$ cat src/core/oco_pkg.sv
package oco_pkg;

	// Register byte addresses on the APB bus.
	localparam logic [7:0] ADDR_PAGE_CTRL = 8'h00;
	localparam logic [7:0] ADDR_FRINGE_LO = 8'h04;
	localparam logic [7:0] ADDR_FRINGE_HI = 8'h08;
	localparam logic [7:0] ADDR_COLOUR = 8'h0c;
	localparam logic [7:0] ADDR_WIN_UPPER = 8'h10;
	localparam logic [7:0] ADDR_WIN_LOWER = 8'h14;
	localparam logic [7:0] ADDR_MISC = 8'h18;
	localparam logic [7:0] ADDR_RASTER = 8'h1c;
	localparam logic [7:0] ADDR_SIZE = 8'h20;
	localparam logic [7:0] ADDR_STATUS = 8'h24;

	// Field positions.
	localparam int PC_DISPLAY_ON = 0;
	localparam int PC_WINDOW_EN = 1;
	localparam int PC_TRANSFER = 2;
	localparam int MISC_SMOOTH = 4;
	localparam int MISC_DOUBLE = 7;
	localparam int MISC_ALT_FIELD = 0;
	localparam int RASTER_BG_EN = 7;

	// Reset values.
	localparam logic [7:0] RST_PAGE_CTRL = 8'h00;
	localparam logic [11:0] RST_FRINGE = 12'h000;
	localparam logic [7:0] RST_COLOUR = 8'h00;
	localparam logic [8:0] RST_WIN_UPPER = 9'h001;
	localparam logic [8:0] RST_WIN_LOWER = 9'h1fe;
	localparam logic [23:0] RST_SIZE = 24'hffffff;

	// Geometry: small cell height in half scan lines, 16 dots per cell.
	localparam logic [7:0] CELL_BASE = 8'd18;
	localparam logic [7:0] CELL_FRINGE = 8'd22;
	localparam logic [7:0] CELL_UNDER = 8'd24;
	localparam logic [7:0] CELL_BOTH = 8'd26;
	localparam logic [4:0] LAST_COLUMN = 5'd31;
	localparam logic [8:0] BLANK_CODE = 9'h000;

	typedef enum logic [1:0] {
		SIZE_OFF = 2'b00,
		SIZE_LARGE = 2'b01,
		SIZE_MIDDLE = 2'b10,
		SIZE_SMALL = 2'b11
	} oco_size_t;

	typedef struct packed {
		logic [3:0] bg_colour;
		logic [3:0] fringe_colour;
		logic [11:0] fringe_en;
		logic [23:0] size;
		logic [8:0] win_upper;
		logic [8:0] win_lower;
	} oco_shadow_t;

	typedef struct packed {
		logic intensity;
		logic red;
		logic green;
		logic blue;
		logic blank;
	} oco_pixel_t;

endpackage

$ cat src/core/oco_ornament.sv
// The register offsets and the APB register port were decided locally.
`timescale 1ns/1ps
`default_nettype none

// Notes on behaviour
// - Two-bit size per line: small, middle, large, off.
// - Off line shows nothing, keeps small height.
// - Size fields apply only after transfer bit.
// - Normal scan without alternate field: even rows only.
// - Dot width 1,2,4 clocks; height scales per mode.
// - Small cell 16x9; fringe 11, underline 12, both 13.
// - Smoothing fills corner gaps; never small characters.
// - Smoothing bit acts at once.
// - One-dot fringe; neighbour outer dot overrides fringe.
// - Underline segments get no fringe.
// - No fringe left of column 1, right of 32.
// - Per-line fringe enables; one page fringe colour.
// - Colour codes: RGB eight colours, intensity half tone.
// - Background fills displayed cells except blank code.
// - Background colour is colour register upper nibble.
// - Page display enable bit 0 turns display on.
// - Window confines display between nine-bit limits.
// - Limits count lines, or line pairs in double scan.
// - Transfer at hsync rise, after current display line.
// - Transfer bit clears itself after transfer.
// - Double scan advances vertical counter every two lines.
module oco_ornament (
	// APB slave.
	input wire logic pclk,
	input wire logic presetn,
	input wire logic psel,
	input wire logic penable,
	input wire logic pwrite,
	input wire logic [7:0] paddr,
	input wire logic [31:0] pwdata,
	output logic [31:0] prdata,
	output logic pready,
	output logic pslverr,
	// Sync pins, asynchronous to pclk.
	input wire logic hsync,
	input wire logic vsync_n,
	// Character dot source for the current dot.
	input wire logic dot_clk_en,
	input wire logic [8:0] char_code,
	input wire logic [3:0] char_colour,
	input wire logic [2:0] glyph_row,
	input wire logic [4:0] column,
	input wire logic underline_dot,
	input wire logic [3:0] active_line,
	input wire logic in_cell,
	// Overlay to the signal processor.
	output oco_pkg::oco_pixel_t pixel_q,
	output logic [8:0] scan_line_q,
	output logic [3:0] line_size_q
);

	oco_pkg::oco_shadow_t stage_q, stage_d, live_q, live_d;
	logic [7:0] page_q, page_d, misc_q, misc_d, raster_q, raster_d;
	logic [2:0] hs_sync_q, vs_sync_q;
	logic hs_rise, vs_fall, in_display_q, in_display_d;
	logic [8:0] scan_q, scan_d;
	logic half_q, half_d;
	logic [31:0] rdata_d;
	logic ready_d, err_d;
	oco_pkg::oco_pixel_t pixel_d;
	logic [3:0] lsize_d;
	logic wr_access, rd_access;
	logic [2:0] prev_row_q, prev_row_d;

	function automatic logic [1:0] size_of(input logic [23:0] s, input logic [3:0] idx);
		size_of = s[{idx, 1'b0} +: 2];
	endfunction

	function automatic logic [7:0] cell_height(input logic fr, input logic ul);
		case ({fr, ul})
			2'b10: cell_height = oco_pkg::CELL_FRINGE;
			2'b01: cell_height = oco_pkg::CELL_UNDER;
			2'b11: cell_height = oco_pkg::CELL_BOTH;
			default: cell_height = oco_pkg::CELL_BASE;
		endcase
	endfunction

	always_ff @(posedge pclk or negedge presetn) begin
		if (!presetn) begin
			hs_sync_q <= 3'h0;
			vs_sync_q <= 3'h7;
		end else begin
			hs_sync_q <= {hs_sync_q[1:0], hsync};
			vs_sync_q <= {vs_sync_q[1:0], vsync_n};
		end
	end

	assign hs_rise = hs_sync_q[1] && !hs_sync_q[2];
	assign vs_fall = !vs_sync_q[1] && vs_sync_q[2];
	assign wr_access = psel && penable && pwrite;
	assign rd_access = psel && !penable && !pwrite;

	// Register file, staging and transfer.
	always_comb begin
		stage_d = stage_q;
		live_d = live_q;
		page_d = page_q;
		misc_d = misc_q;
		raster_d = raster_q;
		if (wr_access) begin
			unique case (paddr)
				oco_pkg::ADDR_PAGE_CTRL: page_d = {5'h00, pwdata[2:0] | {page_q[oco_pkg::PC_TRANSFER], 2'b00}};
				oco_pkg::ADDR_FRINGE_LO: stage_d.fringe_en[7:0] = pwdata[7:0];
				oco_pkg::ADDR_FRINGE_HI: stage_d.fringe_en[11:8] = pwdata[3:0];
				oco_pkg::ADDR_COLOUR: {stage_d.bg_colour, stage_d.fringe_colour} = pwdata[7:0];
				oco_pkg::ADDR_WIN_UPPER: stage_d.win_upper = pwdata[8:0];
				oco_pkg::ADDR_WIN_LOWER: stage_d.win_lower = pwdata[8:0];
				oco_pkg::ADDR_MISC: misc_d = pwdata[7:0];
				oco_pkg::ADDR_RASTER: raster_d = pwdata[7:0];
				oco_pkg::ADDR_SIZE: stage_d.size = pwdata[23:0];
				default: ;
			endcase
		end
		// Transfer on hsync rise; a rise inside the display area is skipped and the transfer waits for a later rise.
		if (page_q[oco_pkg::PC_TRANSFER] && hs_rise && !in_display_q) begin
			live_d = stage_q;
			page_d[oco_pkg::PC_TRANSFER] = 1'b0;
		end
	end

	always_ff @(posedge pclk or negedge presetn) begin
		if (!presetn) begin
			stage_q <= {4'h0, 4'h0, oco_pkg::RST_FRINGE, oco_pkg::RST_SIZE, oco_pkg::RST_WIN_UPPER,
				oco_pkg::RST_WIN_LOWER};
			live_q <= {4'h0, 4'h0, oco_pkg::RST_FRINGE, oco_pkg::RST_SIZE, oco_pkg::RST_WIN_UPPER,
				oco_pkg::RST_WIN_LOWER};
			page_q <= oco_pkg::RST_PAGE_CTRL;
			misc_q <= 8'h00;
			raster_q <= 8'h00;
		end else begin
			stage_q <= stage_d;
			live_q <= live_d;
			page_q <= page_d;
			misc_q <= misc_d;
			raster_q <= raster_d;
		end
	end

	// APB read data and answer: one wait-free access phase.
	always_comb begin
		rdata_d = prdata;
		ready_d = 1'b0;
		err_d = 1'b0;
		if (rd_access) begin
			unique case (paddr)
				oco_pkg::ADDR_PAGE_CTRL: rdata_d = {24'h0, page_q};
				oco_pkg::ADDR_FRINGE_LO: rdata_d = {24'h0, stage_q.fringe_en[7:0]};
				oco_pkg::ADDR_FRINGE_HI: rdata_d = {28'h0, stage_q.fringe_en[11:8]};
				oco_pkg::ADDR_COLOUR: rdata_d = {24'h0, stage_q.bg_colour, stage_q.fringe_colour};
				oco_pkg::ADDR_WIN_UPPER: rdata_d = {23'h0, stage_q.win_upper};
				oco_pkg::ADDR_WIN_LOWER: rdata_d = {23'h0, stage_q.win_lower};
				oco_pkg::ADDR_MISC: rdata_d = {24'h0, misc_q};
				oco_pkg::ADDR_RASTER: rdata_d = {24'h0, raster_q};
				oco_pkg::ADDR_SIZE: rdata_d = {8'h0, stage_q.size};
				oco_pkg::ADDR_STATUS: rdata_d = {22'h0, in_display_q, scan_q};
				default: rdata_d = 32'h0;
			endcase
		end
		if (psel && !penable) begin
			ready_d = 1'b1;
			err_d = (paddr > oco_pkg::ADDR_STATUS) || (paddr[1:0] != 2'b00);
		end
	end

	always_ff @(posedge pclk or negedge presetn) begin
		if (!presetn) begin
			prdata <= 32'h0;
			pready <= 1'b0;
			pslverr <= 1'b0;
		end else begin
			prdata <= rdata_d;
			pready <= ready_d;
			pslverr <= err_d;
		end
	end

	// Scan line counter in window units.
	always_comb begin
		scan_d = scan_q;
		half_d = half_q;
		in_display_d = in_display_q;
		if (vs_fall) begin
			scan_d = 9'h000;
			half_d = 1'b0;
		end else if (hs_rise) begin
			half_d = misc_q[oco_pkg::MISC_DOUBLE] ? !half_q : 1'b0;
			if (!misc_q[oco_pkg::MISC_DOUBLE] || half_q) begin
				scan_d = scan_q + 9'h001;
			end
		end
		in_display_d = in_cell && page_q[oco_pkg::PC_DISPLAY_ON];
	end

	always_ff @(posedge pclk or negedge presetn) begin
		if (!presetn) begin
			scan_q <= 9'h000;
			half_q <= 1'b0;
			in_display_q <= 1'b0;
		end else begin
			scan_q <= scan_d;
			half_q <= half_d;
			in_display_q <= in_display_d;
		end
	end

	// Dot composition.
	logic [1:0] cur_size;
	logic fr_on, win_ok, row_ok, bg_ok, smooth_ok, show;
	logic [7:0] cell_h;
	always_comb begin
		cur_size = size_of(live_q.size, active_line);
		fr_on = live_q.fringe_en[active_line];
		cell_h = cell_height(fr_on, underline_dot);
		win_ok = !page_q[oco_pkg::PC_WINDOW_EN] ||
			(scan_q >= live_q.win_upper && scan_q < live_q.win_lower);
		row_ok = misc_q[oco_pkg::MISC_DOUBLE] || misc_q[oco_pkg::MISC_ALT_FIELD] || !glyph_row[0];
		show = page_q[oco_pkg::PC_DISPLAY_ON] && win_ok && in_cell && cell_h != 8'h00 &&
			cur_size != oco_pkg::SIZE_OFF;
		bg_ok = raster_q[oco_pkg::RASTER_BG_EN] && char_code != oco_pkg::BLANK_CODE;
		smooth_ok = misc_q[oco_pkg::MISC_SMOOTH] && cur_size != oco_pkg::SIZE_SMALL;
		pixel_d = pixel_q;
		prev_row_d = prev_row_q;
		if (dot_clk_en) begin
			prev_row_d = glyph_row;
			pixel_d = '{intensity: 1'b0, red: 1'b0, green: 1'b0, blue: 1'b0, blank: 1'b0};
			if (show && row_ok && (glyph_row[1] || underline_dot ||
				(smooth_ok && glyph_row[2] && prev_row_q[0]))) begin
				// Own dot first, so a neighbour's outer dot wins over fringe.
				pixel_d = {char_colour, 1'b1};
			end else if (show && fr_on && !underline_dot && (glyph_row[0] || glyph_row[2]) &&
				!(column == 5'd0 && glyph_row[0] && !glyph_row[2]) &&
				!(column == oco_pkg::LAST_COLUMN && glyph_row[2] && !glyph_row[0])) begin
				pixel_d = {live_q.fringe_colour, 1'b1};
			end else if (show && bg_ok) begin
				pixel_d = {live_q.bg_colour, 1'b1};
			end
		end
		lsize_d = {2'b00, cur_size};
	end

	always_ff @(posedge pclk or negedge presetn) begin
		if (!presetn) begin
			pixel_q <= '{intensity: 1'b0, red: 1'b0, green: 1'b0, blue: 1'b0, blank: 1'b0};
			prev_row_q <= 3'h0;
			scan_line_q <= 9'h000;
			line_size_q <= 4'h0;
		end else begin
			pixel_q <= pixel_d;
			prev_row_q <= prev_row_d;
			scan_line_q <= scan_q;
			line_size_q <= lsize_d;
		end
	end

	a_transfer_clears: assert property (@(posedge pclk) disable iff (!presetn)
		page_q[oco_pkg::PC_TRANSFER] && hs_rise && !in_display_q |=> !page_q[oco_pkg::PC_TRANSFER])
		else $error("transfer bit did not clear");
	a_live_waits: assert property (@(posedge pclk) disable iff (!presetn)
		!(page_q[oco_pkg::PC_TRANSFER] && hs_rise && !in_display_q) |=> $stable(live_q.size))
		else $error("size changed without transfer");
	a_display_off: assert property (@(posedge pclk) disable iff (!presetn)
		dot_clk_en && !page_q[oco_pkg::PC_DISPLAY_ON] |=> !pixel_q.blank)
		else $error("dot shown while display off");
	a_window_clip: assert property (@(posedge pclk) disable iff (!presetn)
		dot_clk_en && page_q[oco_pkg::PC_WINDOW_EN] && scan_q < live_q.win_upper |=> !pixel_q.blank)
		else $error("dot above window");
	a_line_off: assert property (@(posedge pclk) disable iff (!presetn)
		dot_clk_en && cur_size == oco_pkg::SIZE_OFF |=> !pixel_q.blank)
		else $error("dot on an off line");
	a_smooth_now: assert property (@(posedge pclk) disable iff (!presetn)
		wr_access && paddr == oco_pkg::ADDR_MISC |=> misc_q == $past(pwdata[7:0]))
		else $error("smoothing bit late");
	a_double_step: assert property (@(posedge pclk) disable iff (!presetn)
		misc_q[oco_pkg::MISC_DOUBLE] && hs_rise && !half_q && !vs_fall |=> $stable(scan_q))
		else $error("double scan stepped early");
	a_blank_code: assert property (@(posedge pclk) disable iff (!presetn)
		dot_clk_en && char_code == oco_pkg::BLANK_CODE && !glyph_row[1] && !glyph_row[0] && !glyph_row[2] &&
			!underline_dot |=> !pixel_q.blank)
		else $error("background on blank cell");

	// Bus answer: every setup cycle is answered in the next cycle, with no wait state.
	a_ready_follows: assert property (@(posedge pclk) disable iff (!presetn)
		psel && !penable |=> pready)
		else $error("pready missing after setup");
	a_ready_single: assert property (@(posedge pclk) disable iff (!presetn)
		pready |=> !pready)
		else $error("pready stood longer than one cycle");
	a_ready_idle: assert property (@(posedge pclk) disable iff (!presetn)
		!psel |=> !pready)
		else $error("pready without a request");
	a_error_ready: assert property (@(posedge pclk) disable iff (!presetn)
		pslverr |-> pready)
		else $error("pslverr without pready");
	a_error_decode: assert property (@(posedge pclk) disable iff (!presetn)
		psel && !penable && paddr > oco_pkg::ADDR_STATUS |=> pslverr)
		else $error("unmapped address not refused");
	a_write_refused: assert property (@(posedge pclk) disable iff (!presetn)
		wr_access && paddr > oco_pkg::ADDR_STATUS |=> $stable(stage_q) && $stable(misc_q))
		else $error("unmapped write changed state");
	a_read_hold: assert property (@(posedge pclk) disable iff (!presetn)
		!rd_access |=> $stable(prdata))
		else $error("read data moved without a read");

	// Staging and transfer to the display circuit.
	a_transfer_sticky: assert property (@(posedge pclk) disable iff (!presetn)
		page_q[oco_pkg::PC_TRANSFER] && !(hs_rise && !in_display_q) |=> page_q[oco_pkg::PC_TRANSFER])
		else $error("transfer bit dropped before transfer");
	a_transfer_copy: assert property (@(posedge pclk) disable iff (!presetn)
		page_q[oco_pkg::PC_TRANSFER] && hs_rise && !in_display_q |=> live_q == $past(stage_q))
		else $error("live copy differs from staged data");
	a_live_stable: assert property (@(posedge pclk) disable iff (!presetn)
		!(page_q[oco_pkg::PC_TRANSFER] && hs_rise && !in_display_q) |=> $stable(live_q))
		else $error("live copy changed without transfer");
	a_transfer_wait: assert property (@(posedge pclk) disable iff (!presetn)
		in_display_q |=> $stable(live_q))
		else $error("transfer inside display line");
	a_page_upper: assert property (@(posedge pclk) disable iff (!presetn)
		page_q[7:3] == 5'h00)
		else $error("page control upper bits set");
	a_misc_hold: assert property (@(posedge pclk) disable iff (!presetn)
		!(wr_access && paddr == oco_pkg::ADDR_MISC) |=> $stable(misc_q))
		else $error("misc control changed without a write");

	// Scan line counter.
	a_scan_clear: assert property (@(posedge pclk) disable iff (!presetn)
		vs_fall |=> scan_q == 9'h000)
		else $error("scan counter not cleared by vsync");
	a_scan_step: assert property (@(posedge pclk) disable iff (!presetn)
		!misc_q[oco_pkg::MISC_DOUBLE] && hs_rise && !vs_fall |=> scan_q == $past(scan_q) + 9'h001)
		else $error("scan counter missed a line");
	a_scan_pair: assert property (@(posedge pclk) disable iff (!presetn)
		misc_q[oco_pkg::MISC_DOUBLE] && hs_rise && half_q && !vs_fall |=> scan_q == $past(scan_q) + 9'h001)
		else $error("double scan missed a step");
	a_scan_still: assert property (@(posedge pclk) disable iff (!presetn)
		!hs_rise && !vs_fall |=> $stable(scan_q))
		else $error("scan counter moved without sync");
	a_scan_output: assert property (@(posedge pclk) disable iff (!presetn)
		1'b1 |=> scan_line_q == $past(scan_q))
		else $error("scan line output lags");

	// Dot composition.
	a_size_output: assert property (@(posedge pclk) disable iff (!presetn)
		1'b1 |=> line_size_q == {2'b00, $past(cur_size)})
		else $error("line size output wrong");
	a_pixel_hold: assert property (@(posedge pclk) disable iff (!presetn)
		!dot_clk_en |=> $stable(pixel_q))
		else $error("pixel moved between dots");
	a_outside_cell: assert property (@(posedge pclk) disable iff (!presetn)
		dot_clk_en && !in_cell |=> !pixel_q.blank)
		else $error("dot shown outside a cell");
	a_window_below: assert property (@(posedge pclk) disable iff (!presetn)
		dot_clk_en && page_q[oco_pkg::PC_WINDOW_EN] && scan_q >= live_q.win_lower |=> !pixel_q.blank)
		else $error("dot below window");
	a_own_colour: assert property (@(posedge pclk) disable iff (!presetn)
		dot_clk_en && show && row_ok && glyph_row[1] |=> pixel_q == {$past(char_colour), 1'b1})
		else $error("character dot colour wrong");
	a_odd_row: assert property (@(posedge pclk) disable iff (!presetn)
		dot_clk_en && !row_ok && !fr_on && !bg_ok |=> !pixel_q.blank)
		else $error("odd row shown in normal scan");

endmodule // oco_ornament

`default_nettype wire

$ cat config.mk
export PLATFORM = sky130hd
export DESIGN_NAME = oco_ornament
export DESIGN_NICKNAME = d
export VERILOG_FILES = /design/src/core/oco_pkg.sv /design/src/core/oco_ornament.sv
export SDC_FILE = /design/constraint.sdc
export NUM_CORES = 1
export LEC_CHECK = 0
export BUFFER_PORTS_ARGS = -buffer_cell sky130_fd_sc_hd__buf_4
export CORE_ASPECT_RATIO = 0.7
export CORE_MARGIN = 5
export CORE_UTILIZATION = 57
export CTS_CLUSTER_SIZE = 24
export DETAILED_ROUTE_END_ITERATION = 10
export GPL_TIMING_DRIVEN = 1
export PLACE_DENSITY = 0.81
export SYNTH_ARGS = -nofsm -noshare
export SYNTH_HDL_FRONTEND = slang
export SYNTH_SLANG_ARGS = --single-unit
$ cat constraint.sdc
create_clock -name pclk -period 2.4 [get_ports pclk]
set_input_delay 0 -clock pclk [delete_from_list [all_inputs] [get_ports pclk]]
set_output_delay 0 -clock pclk [all_outputs]
set_load 0.02 [all_outputs]
After elaboration in Yosys (flattened, before gate mapping) --
Index checks and enable logic that the tools add are counted.
Word-level totals: logic and storage cells 144, flip-flop bits (word level) 211, output and inout bits 52, input bits 75
Cells by class: $add $sub $neg 1, reductions and logical operators 72, eq/ne operators 14, shifts and indexed selects 1, bitwise logic cells 1, order comparisons 4, muxes and demuxes 18
Operators by type and width (number):
- case mux 24 bit (10 select lines) | 1
- == test 8 x 5 -> 1 bit, second input constant | 4
- logical AND 1 bit | 30
- 2-to-1 mux 9 bit | 3
- variable part select 24 x 6 -> 2 bit | 1
- AND reduction 2 bit | 11
- == test 8 x 4 -> 1 bit, second input constant | 2
- == test 8 x 6 -> 1 bit, second input constant | 2
- 2-to-1 mux 5 bit | 3
- logical NOT 1 bit | 13
- case mux 4 bit (3 select lines) | 1
- nonzero test 2 bit | 6
- adder 9 x 1 -> 9 bit, second input constant | 1
- >= comparator 9 bit | 1
- less-than comparator 9 bit | 1
- nonzero test 9 bit | 1
- == test 8 x 3 -> 1 bit, second input constant | 1
- > comparator 8 x 6 -> 1 bit, second input constant | 1
- logical NOT 8 bit | 1
- logical OR 1 bit | 8
- nonzero test 8 bit | 1
- 2-to-1 mux 1 bit | 7
- 2-to-1 mux 3 bit | 2
- == test 5 bit, second input constant | 1
- other kinds (7) | 8

Depth between registers and ports, before layout --
word-level depth 14, gate-level depth with buffers 8, mapped depth without buffers 8

Least setup slack after synthesis --
OpenSTA, ideal clock, no wires.
path type register -> register, start reg live_q[8] in the netlist's numbering, end reg pixel_q[1] in the netlist's numbering, path buffers 0, clock period less this slack 2.030 ns, data required time 2.299 ns, arrival 1.929 ns, library setup time 0.101 ns, path slack 0.370 ns, cell stages (with the launch flop) 9, path through dfstp_2 -> inv_1 -> ha_1 -> a21oi_1 -> o21ai_0 -> o21ai_0 -> a21oi_1 -> or3_1 -> o32ai_1
Between the ends: word-level cells in the longest chain between the ends 14, elaborated cells between the ends (all ways) 18, classes of those cells 1 x order compare; 3 x mux; 14 x reduce/logical
Ends and longest elaborated chain:
- start, declared | line oco_ornament.sv:57 | oco_pkg::oco_shadow_t stage_q, stage_d, live_q, live_d;
- start signal, assigned | line oco_ornament.sv:130 | live_q <= {4'h0, 4'h0, oco_pkg::RST_FRINGE, oco_pkg::RST_SIZE, oco_pkg::RST_WIN_UPPER,
- start signal, assigned | line oco_ornament.sv:137 | live_q <= live_d;
- less-than comparator 9 bit (*) | line oco_ornament.sv:220 | (scan_q >= live_q.win_upper && scan_q < live_q.win_lower);
- logical AND 1 bit (*) | line oco_ornament.sv:220
- logical OR 1 bit (*) | line oco_ornament.sv:219 | win_ok = !page_q[oco_pkg::PC_WINDOW_EN] ||
- logical AND 1 bit (*) (4 in a row) | line oco_ornament.sv:222 | show = page_q[oco_pkg::PC_DISPLAY_ON] && win_ok && in_cell && cell_h != 8'h00 &&
- logical AND 1 bit (4 in a row) | line oco_ornament.sv:235 | end else if (show && fr_on && !underline_dot && (glyph_row[0] || glyph_row[2]) &&
- logical AND 1 bit | line oco_ornament.sv:236 | !(column == 5'd0 && glyph_row[0] && !glyph_row[2]) &&
- 2-to-1 mux 5 bit | line oco_ornament.sv:235
- 2-to-1 mux 5 bit (*) | line oco_ornament.sv:231 | if (show && row_ok && (glyph_row[1] || underline_dot ||
- end signal, assigned | line oco_ornament.sv:248 | pixel_q <= '{intensity: 1'b0, red: 1'b0, green: 1'b0, blue: 1'b0, blank: 1'b0};
- end signal, assigned | line oco_ornament.sv:253 | pixel_q <= pixel_d;
- end, declared | line oco_ornament.sv:52 | output oco_pkg::oco_pixel_t pixel_q,
Mark *: on every way between the ends. The rest lies on a longest branch, timed or not. A chain may end at the register's enable or synchronous reset.

Final worst setup path --
start reg live_q[52] in the netlist's numbering, end reg pixel_q[1] in the netlist's numbering
Between the ends: word-level cells in the longest chain between the ends 14, elaborated cells between the ends (all ways) 20, classes of those cells 3 x eq/ne; 6 x mux; 11 x reduce/logical
Ends and longest elaborated chain:
- binary-select mux 1 bit (select 4 bit) (*) | line oco_ornament.sv:217 | fr_on = live_q.fringe_en[active_line];
- 2-to-1 mux 1 bit (not written as such) (*) | line oco_ornament.sv:217
- == test 2 bit / == test 2 x 1 -> 1 bit (equally long branches) | line oco_ornament.sv:75 | case ({fr, ul})
- case mux 4 bit (3 select lines) | line oco_ornament.sv:75
- nonzero test 8 bit | line oco_ornament.sv:222
- logical AND 1 bit (2 in a row) | line oco_ornament.sv:222
- logical AND 1 bit (4 in a row) | line oco_ornament.sv:235
- logical AND 1 bit | line oco_ornament.sv:236
- 2-to-1 mux 5 bit | line oco_ornament.sv:235
- 2-to-1 mux 5 bit (*) | line oco_ornament.sv:231
Mark *: on every way between the ends. The rest lies on a longest branch, timed or not. The select of a mux whose other input is x is not followed.

==> results.txt <==
----------------------------------------------------
[Clock tree]
  TritonCTS clock tree ... yes
  Clock latency at the later pin of the worst-skew pair ... 0.49 ns
  Clk root buf ... sky130_fd_sc_hd__clkbuf_16
  Buffers from clock root to sink, at most ... 3
  H-tree depth reported by CTS ... 1
  Post-CTS setup buffer count ... 0
  Clk sink count ... 203
  Clock slew at reported path FFs ... 0.06 ns
  Inserted Clock Buffers ... 20

[Worst setup path]
  Number of logic stages on the critical path including buffering ... 6
  Worst Reg-to-Reg Cells ... 6
  Critical path data required time ... 2.76 ns
  Reg2Reg Setup Slack ... 0.09 ns
  Cell at the slowest stage of the critical path ... sky130_fd_sc_hd__mux4_2
  Reg-to-reg startpoint ... live_q[52]
  Worst setup path endpoint ... pixel_q[1]
  Critical Path End Type ... register
  Startpoint type of the worst setup path ... register
  Endpoint of the most critical register-to-register path ... pixel_q[1]
  Start-to-end type of the worst setup path ... register to register
  Critical Path Max Stage Delay ... 0.48 ns
  Kind of cell adding the most delay to the critical path ... compound AO/OA/AOI/OAI gates
  CP Buf/Inv Count ... 0
  Beginning of the critical path ... live_q[52]
  Critical path peak fanout ... 5
  Data arrival at the endpoint of the critical path ... 2.67 ns
  CP Cell Sequence ... mux4_2, mux2_2, o221ai_2, nor2_1, a211oi_1, o32ai_2

[Drt]
  Violation count after the first detailed-route iteration ... 553
  DRC viols ... 0
  TritonRoute pass-1 iters ... 5
  Avg WL per Cell ... 22.4 µm
  Via count ... 6,514
  Via count normalized by instance count ... 6.02
  Number of nets still failing antenna checks after routing ... 0
  Total length of routed wires ... 24.2 mm

[STA]
  Skew final ... 0.0135 ns
  Max Slew Vio Count ... 0
  Total negative slack for setup checks ... 0 ns
  Final setup violation count ... 0
  Transition at the pin with the smallest max-transition slack ... 0.627 ns
  Final Cycle Share ... 0.961
  Time the final worst path needs with I/O delays and setup ... 2.31 ns
  RSZ-0062 raised after global routing ... false
  Worst slew slack as a fraction of its limit ... 0.578
  Max Fclk ... 434 MHz
  Number of hold violations in the final report ... 0
  Worst Hold Slack ... 0.0345 ns

[Logic synthesis]
  Netlist area before placement ... 9110 µm²
  Total of flip-flops plus latches after synthesis ... 203
  Top post-synthesis cells by area ... sky130_fd_sc_hd__dfrtp_1 (37%), sky130_fd_sc_hd__dfstp_2 (20%), sky130_fd_sc_hd__mux2_2 (14%)
  Cell accounting for the most synthesized area ... sky130_fd_sc_hd__dfrtp_1
  Top cell type's share of synthesized area ... 0.368
  Number of synthesized flops with an enable pin ... 0
  Dominant cell by count in the synthesized netlist ... sky130_fd_sc_hd__dfrtp_1
  Mean instance size in the synthesized netlist ... 13.2 µm²
  Gate Count Post-Synth ... 692
  Ys async rst share ... 1.00
  Number of unique standard cell types used by synthesis ... 65
  Part of the Yosys area used for sequential elements ... 0.567
  Commonest register cell after synthesis ... sky130_fd_sc_hd__dfrtp_1
  Synth warnings ... 0
  Commonest cells post-synth ... sky130_fd_sc_hd__dfrtp_1 (134), sky130_fd_sc_hd__mux2_2 (117), sky130_fd_sc_hd__dfstp_2 (69), sky130_fd_sc_hd__nand2_1 (46), sky130_fd_sc_hd__nor2_1 (26)

[Cells and area]
  Reg area ... 5170 µm²
  Filler cells ... 1,031
  Area added between synthesis and finish ... 25.0%
  Final Util ... 0.731
  Nets ... 961
  Final std cell area, no fill ... 11,400 µm²
  Fraction of layout cells with a size suffix above 1 ... 0.427
  Antenna diode count ... 0
  Multi-input combinational cell area ... 3710 µm²

[Global route]
  Via count of the first global-routing pass ... 6,852
  Final global-route overflow total ... 0
  Largest net degree at the start of global routing ... 65
  First-pass GRT wire length ... 38.2 mm
  Antenna violations before repair ... 0
  All-layer global routing usage ... 0.264

[Floorplan]
  Die area ... 18,700 µm²
  Floorplan die height ... 116 µm
  Total I/O pin count ... 127
  Area of the core region ... 15,600 µm²
  Initial Util ... 0.584
  Die width ... 161 µm
  Cell row count ... 38

[Placement]
  Area after DPL ... 10,300 µm²
  Count of buffers from port buffering ... 108
  Placed wire-length estimate after detailed placement ... 17.4 mm
  Final Wtd Congestion ... 1.01

[Power and ir drop]
  Pleak ... 5.36 nW
  Maximum vdd drop ... 0.000436 V
  Total power divided by cell area ... 637 nW/µm²
  PnR Total Power ... 7.26 mW

[Worst hold path]
  Hold Path Class ... input port to asynchronous set/reset pin

[Status]
  Result of the run ... finished, final reports clean

[Job]
  Max-cap violations ... 0

----------------------------------------------------
==> cell type report <==
| cell class | instances | area share |
|---|---|---|
| Clock buffer | 35 | 0.0569 |
| Tap cell | 200 | 0.0220 |
| Multi-Input combinational cell | 437 | 0.326 |
| Clock inverter | 1 | 0.000769 |
| Inverter | 25 | 0.00823 |
| Timing Repair Buffer | 181 | 0.133 |
| Sequential cell | 203 | 0.453 |
==> kinds of logic after synthesis <==
kind of cell	share of synthesized area
adder cells (fa/ha/maj)	0.0247
AND/OR/NAND/NOR	0.0782
AO/OA/AOI/OAI	0.0975
XOR/XNOR	0.00577
other	0.000411
flip-flops	0.567
multiplexers	0.194
buffers and inverters	0.0325
==> metrics by stage <==
stage / instances / setup slack, ns
finish: 1082 / 0.0933
global route: 1082 / 0.0198
CTS: 1082 / 0.0234
detailed placement: 1000 / -0.0232
global placement: 1000 / 0.117
floorplan: 701 / 0.370
==> placed cells by master (no fill, tap or decap), types with 21 or more instances in the layout <==
cell type                       instances
sky130_fd_sc_hd__dfrtp_1              134
sky130_fd_sc_hd__buf_4                131
sky130_fd_sc_hd__a22oi_1               22
sky130_fd_sc_hd__dlygate4sd3_1         46
sky130_fd_sc_hd__nand2_1               46
sky130_fd_sc_hd__mux2_2               117
sky130_fd_sc_hd__dfstp_2               69
sky130_fd_sc_hd__o21ai_0               22
sky130_fd_sc_hd__clkbuf_16             21
sky130_fd_sc_hd__inv_1                 25
sky130_fd_sc_hd__nor2_1                26
==> sequential cells by signal, summed over array words and instances (netlist names), 5 cells and up <==
name,count
scan_line_q,9
live_q,62
stage_q,62
prdata,24
pixel_q,5
scan_q,9
misc_q,8
raster_q,8
==> worst min path at each step <==
stage            start           end  cells past startpoint
2_1_floorplan  presetn        half_q                      0
3_3_place_gp   presetn  hs_sync_q[0]                      1
3_5_place_dp   presetn  hs_sync_q[0]                      1
4_1_cts        presetn   stage_q[60]                      2
5_1_grt        presetn  hs_sync_q[1]                      2
6_report       presetn  hs_sync_q[1]                      2
==> worst register-to-register path, stage by stage, from the launching register on <==
cell and delay (ns):
sky130_fd_sc_hd__dfrtp_1 0.38, sky130_fd_sc_hd__mux4_2 0.48, sky130_fd_sc_hd__mux2_2 0.29, sky130_fd_sc_hd__o221ai_2 0.33, sky130_fd_sc_hd__nor2_1 0.17, sky130_fd_sc_hd__a211oi_1 0.41, sky130_fd_sc_hd__o32ai_2 0.13
==> where the power goes <==
group	switching, mW	internal [mW]	total [mW]
Sequential	0.0473	3.50	3.55
Clock	1.29	1.83	3.12
Combinational	0.329	0.269	0.598
==> metal layers <==
metal	up-vias	share of wire	global-route usage
met5	-	0	0
met4	0	0.012	0.0313
met3	30	0.088	0.0661
met2	268	0.45	0.419
met1	3327	0.45	0.388
li1	2889	-	-
==> timing repair <==
item | CTS | global route
resized for setup | 1 | 3
pin swaps | 0 | 1
endpoints found under the hold margin | 241 | 0
setup endpoints to repair | 4 | 4
hold buffers | 46 | 0
Power figures use the tool's default switching activity.
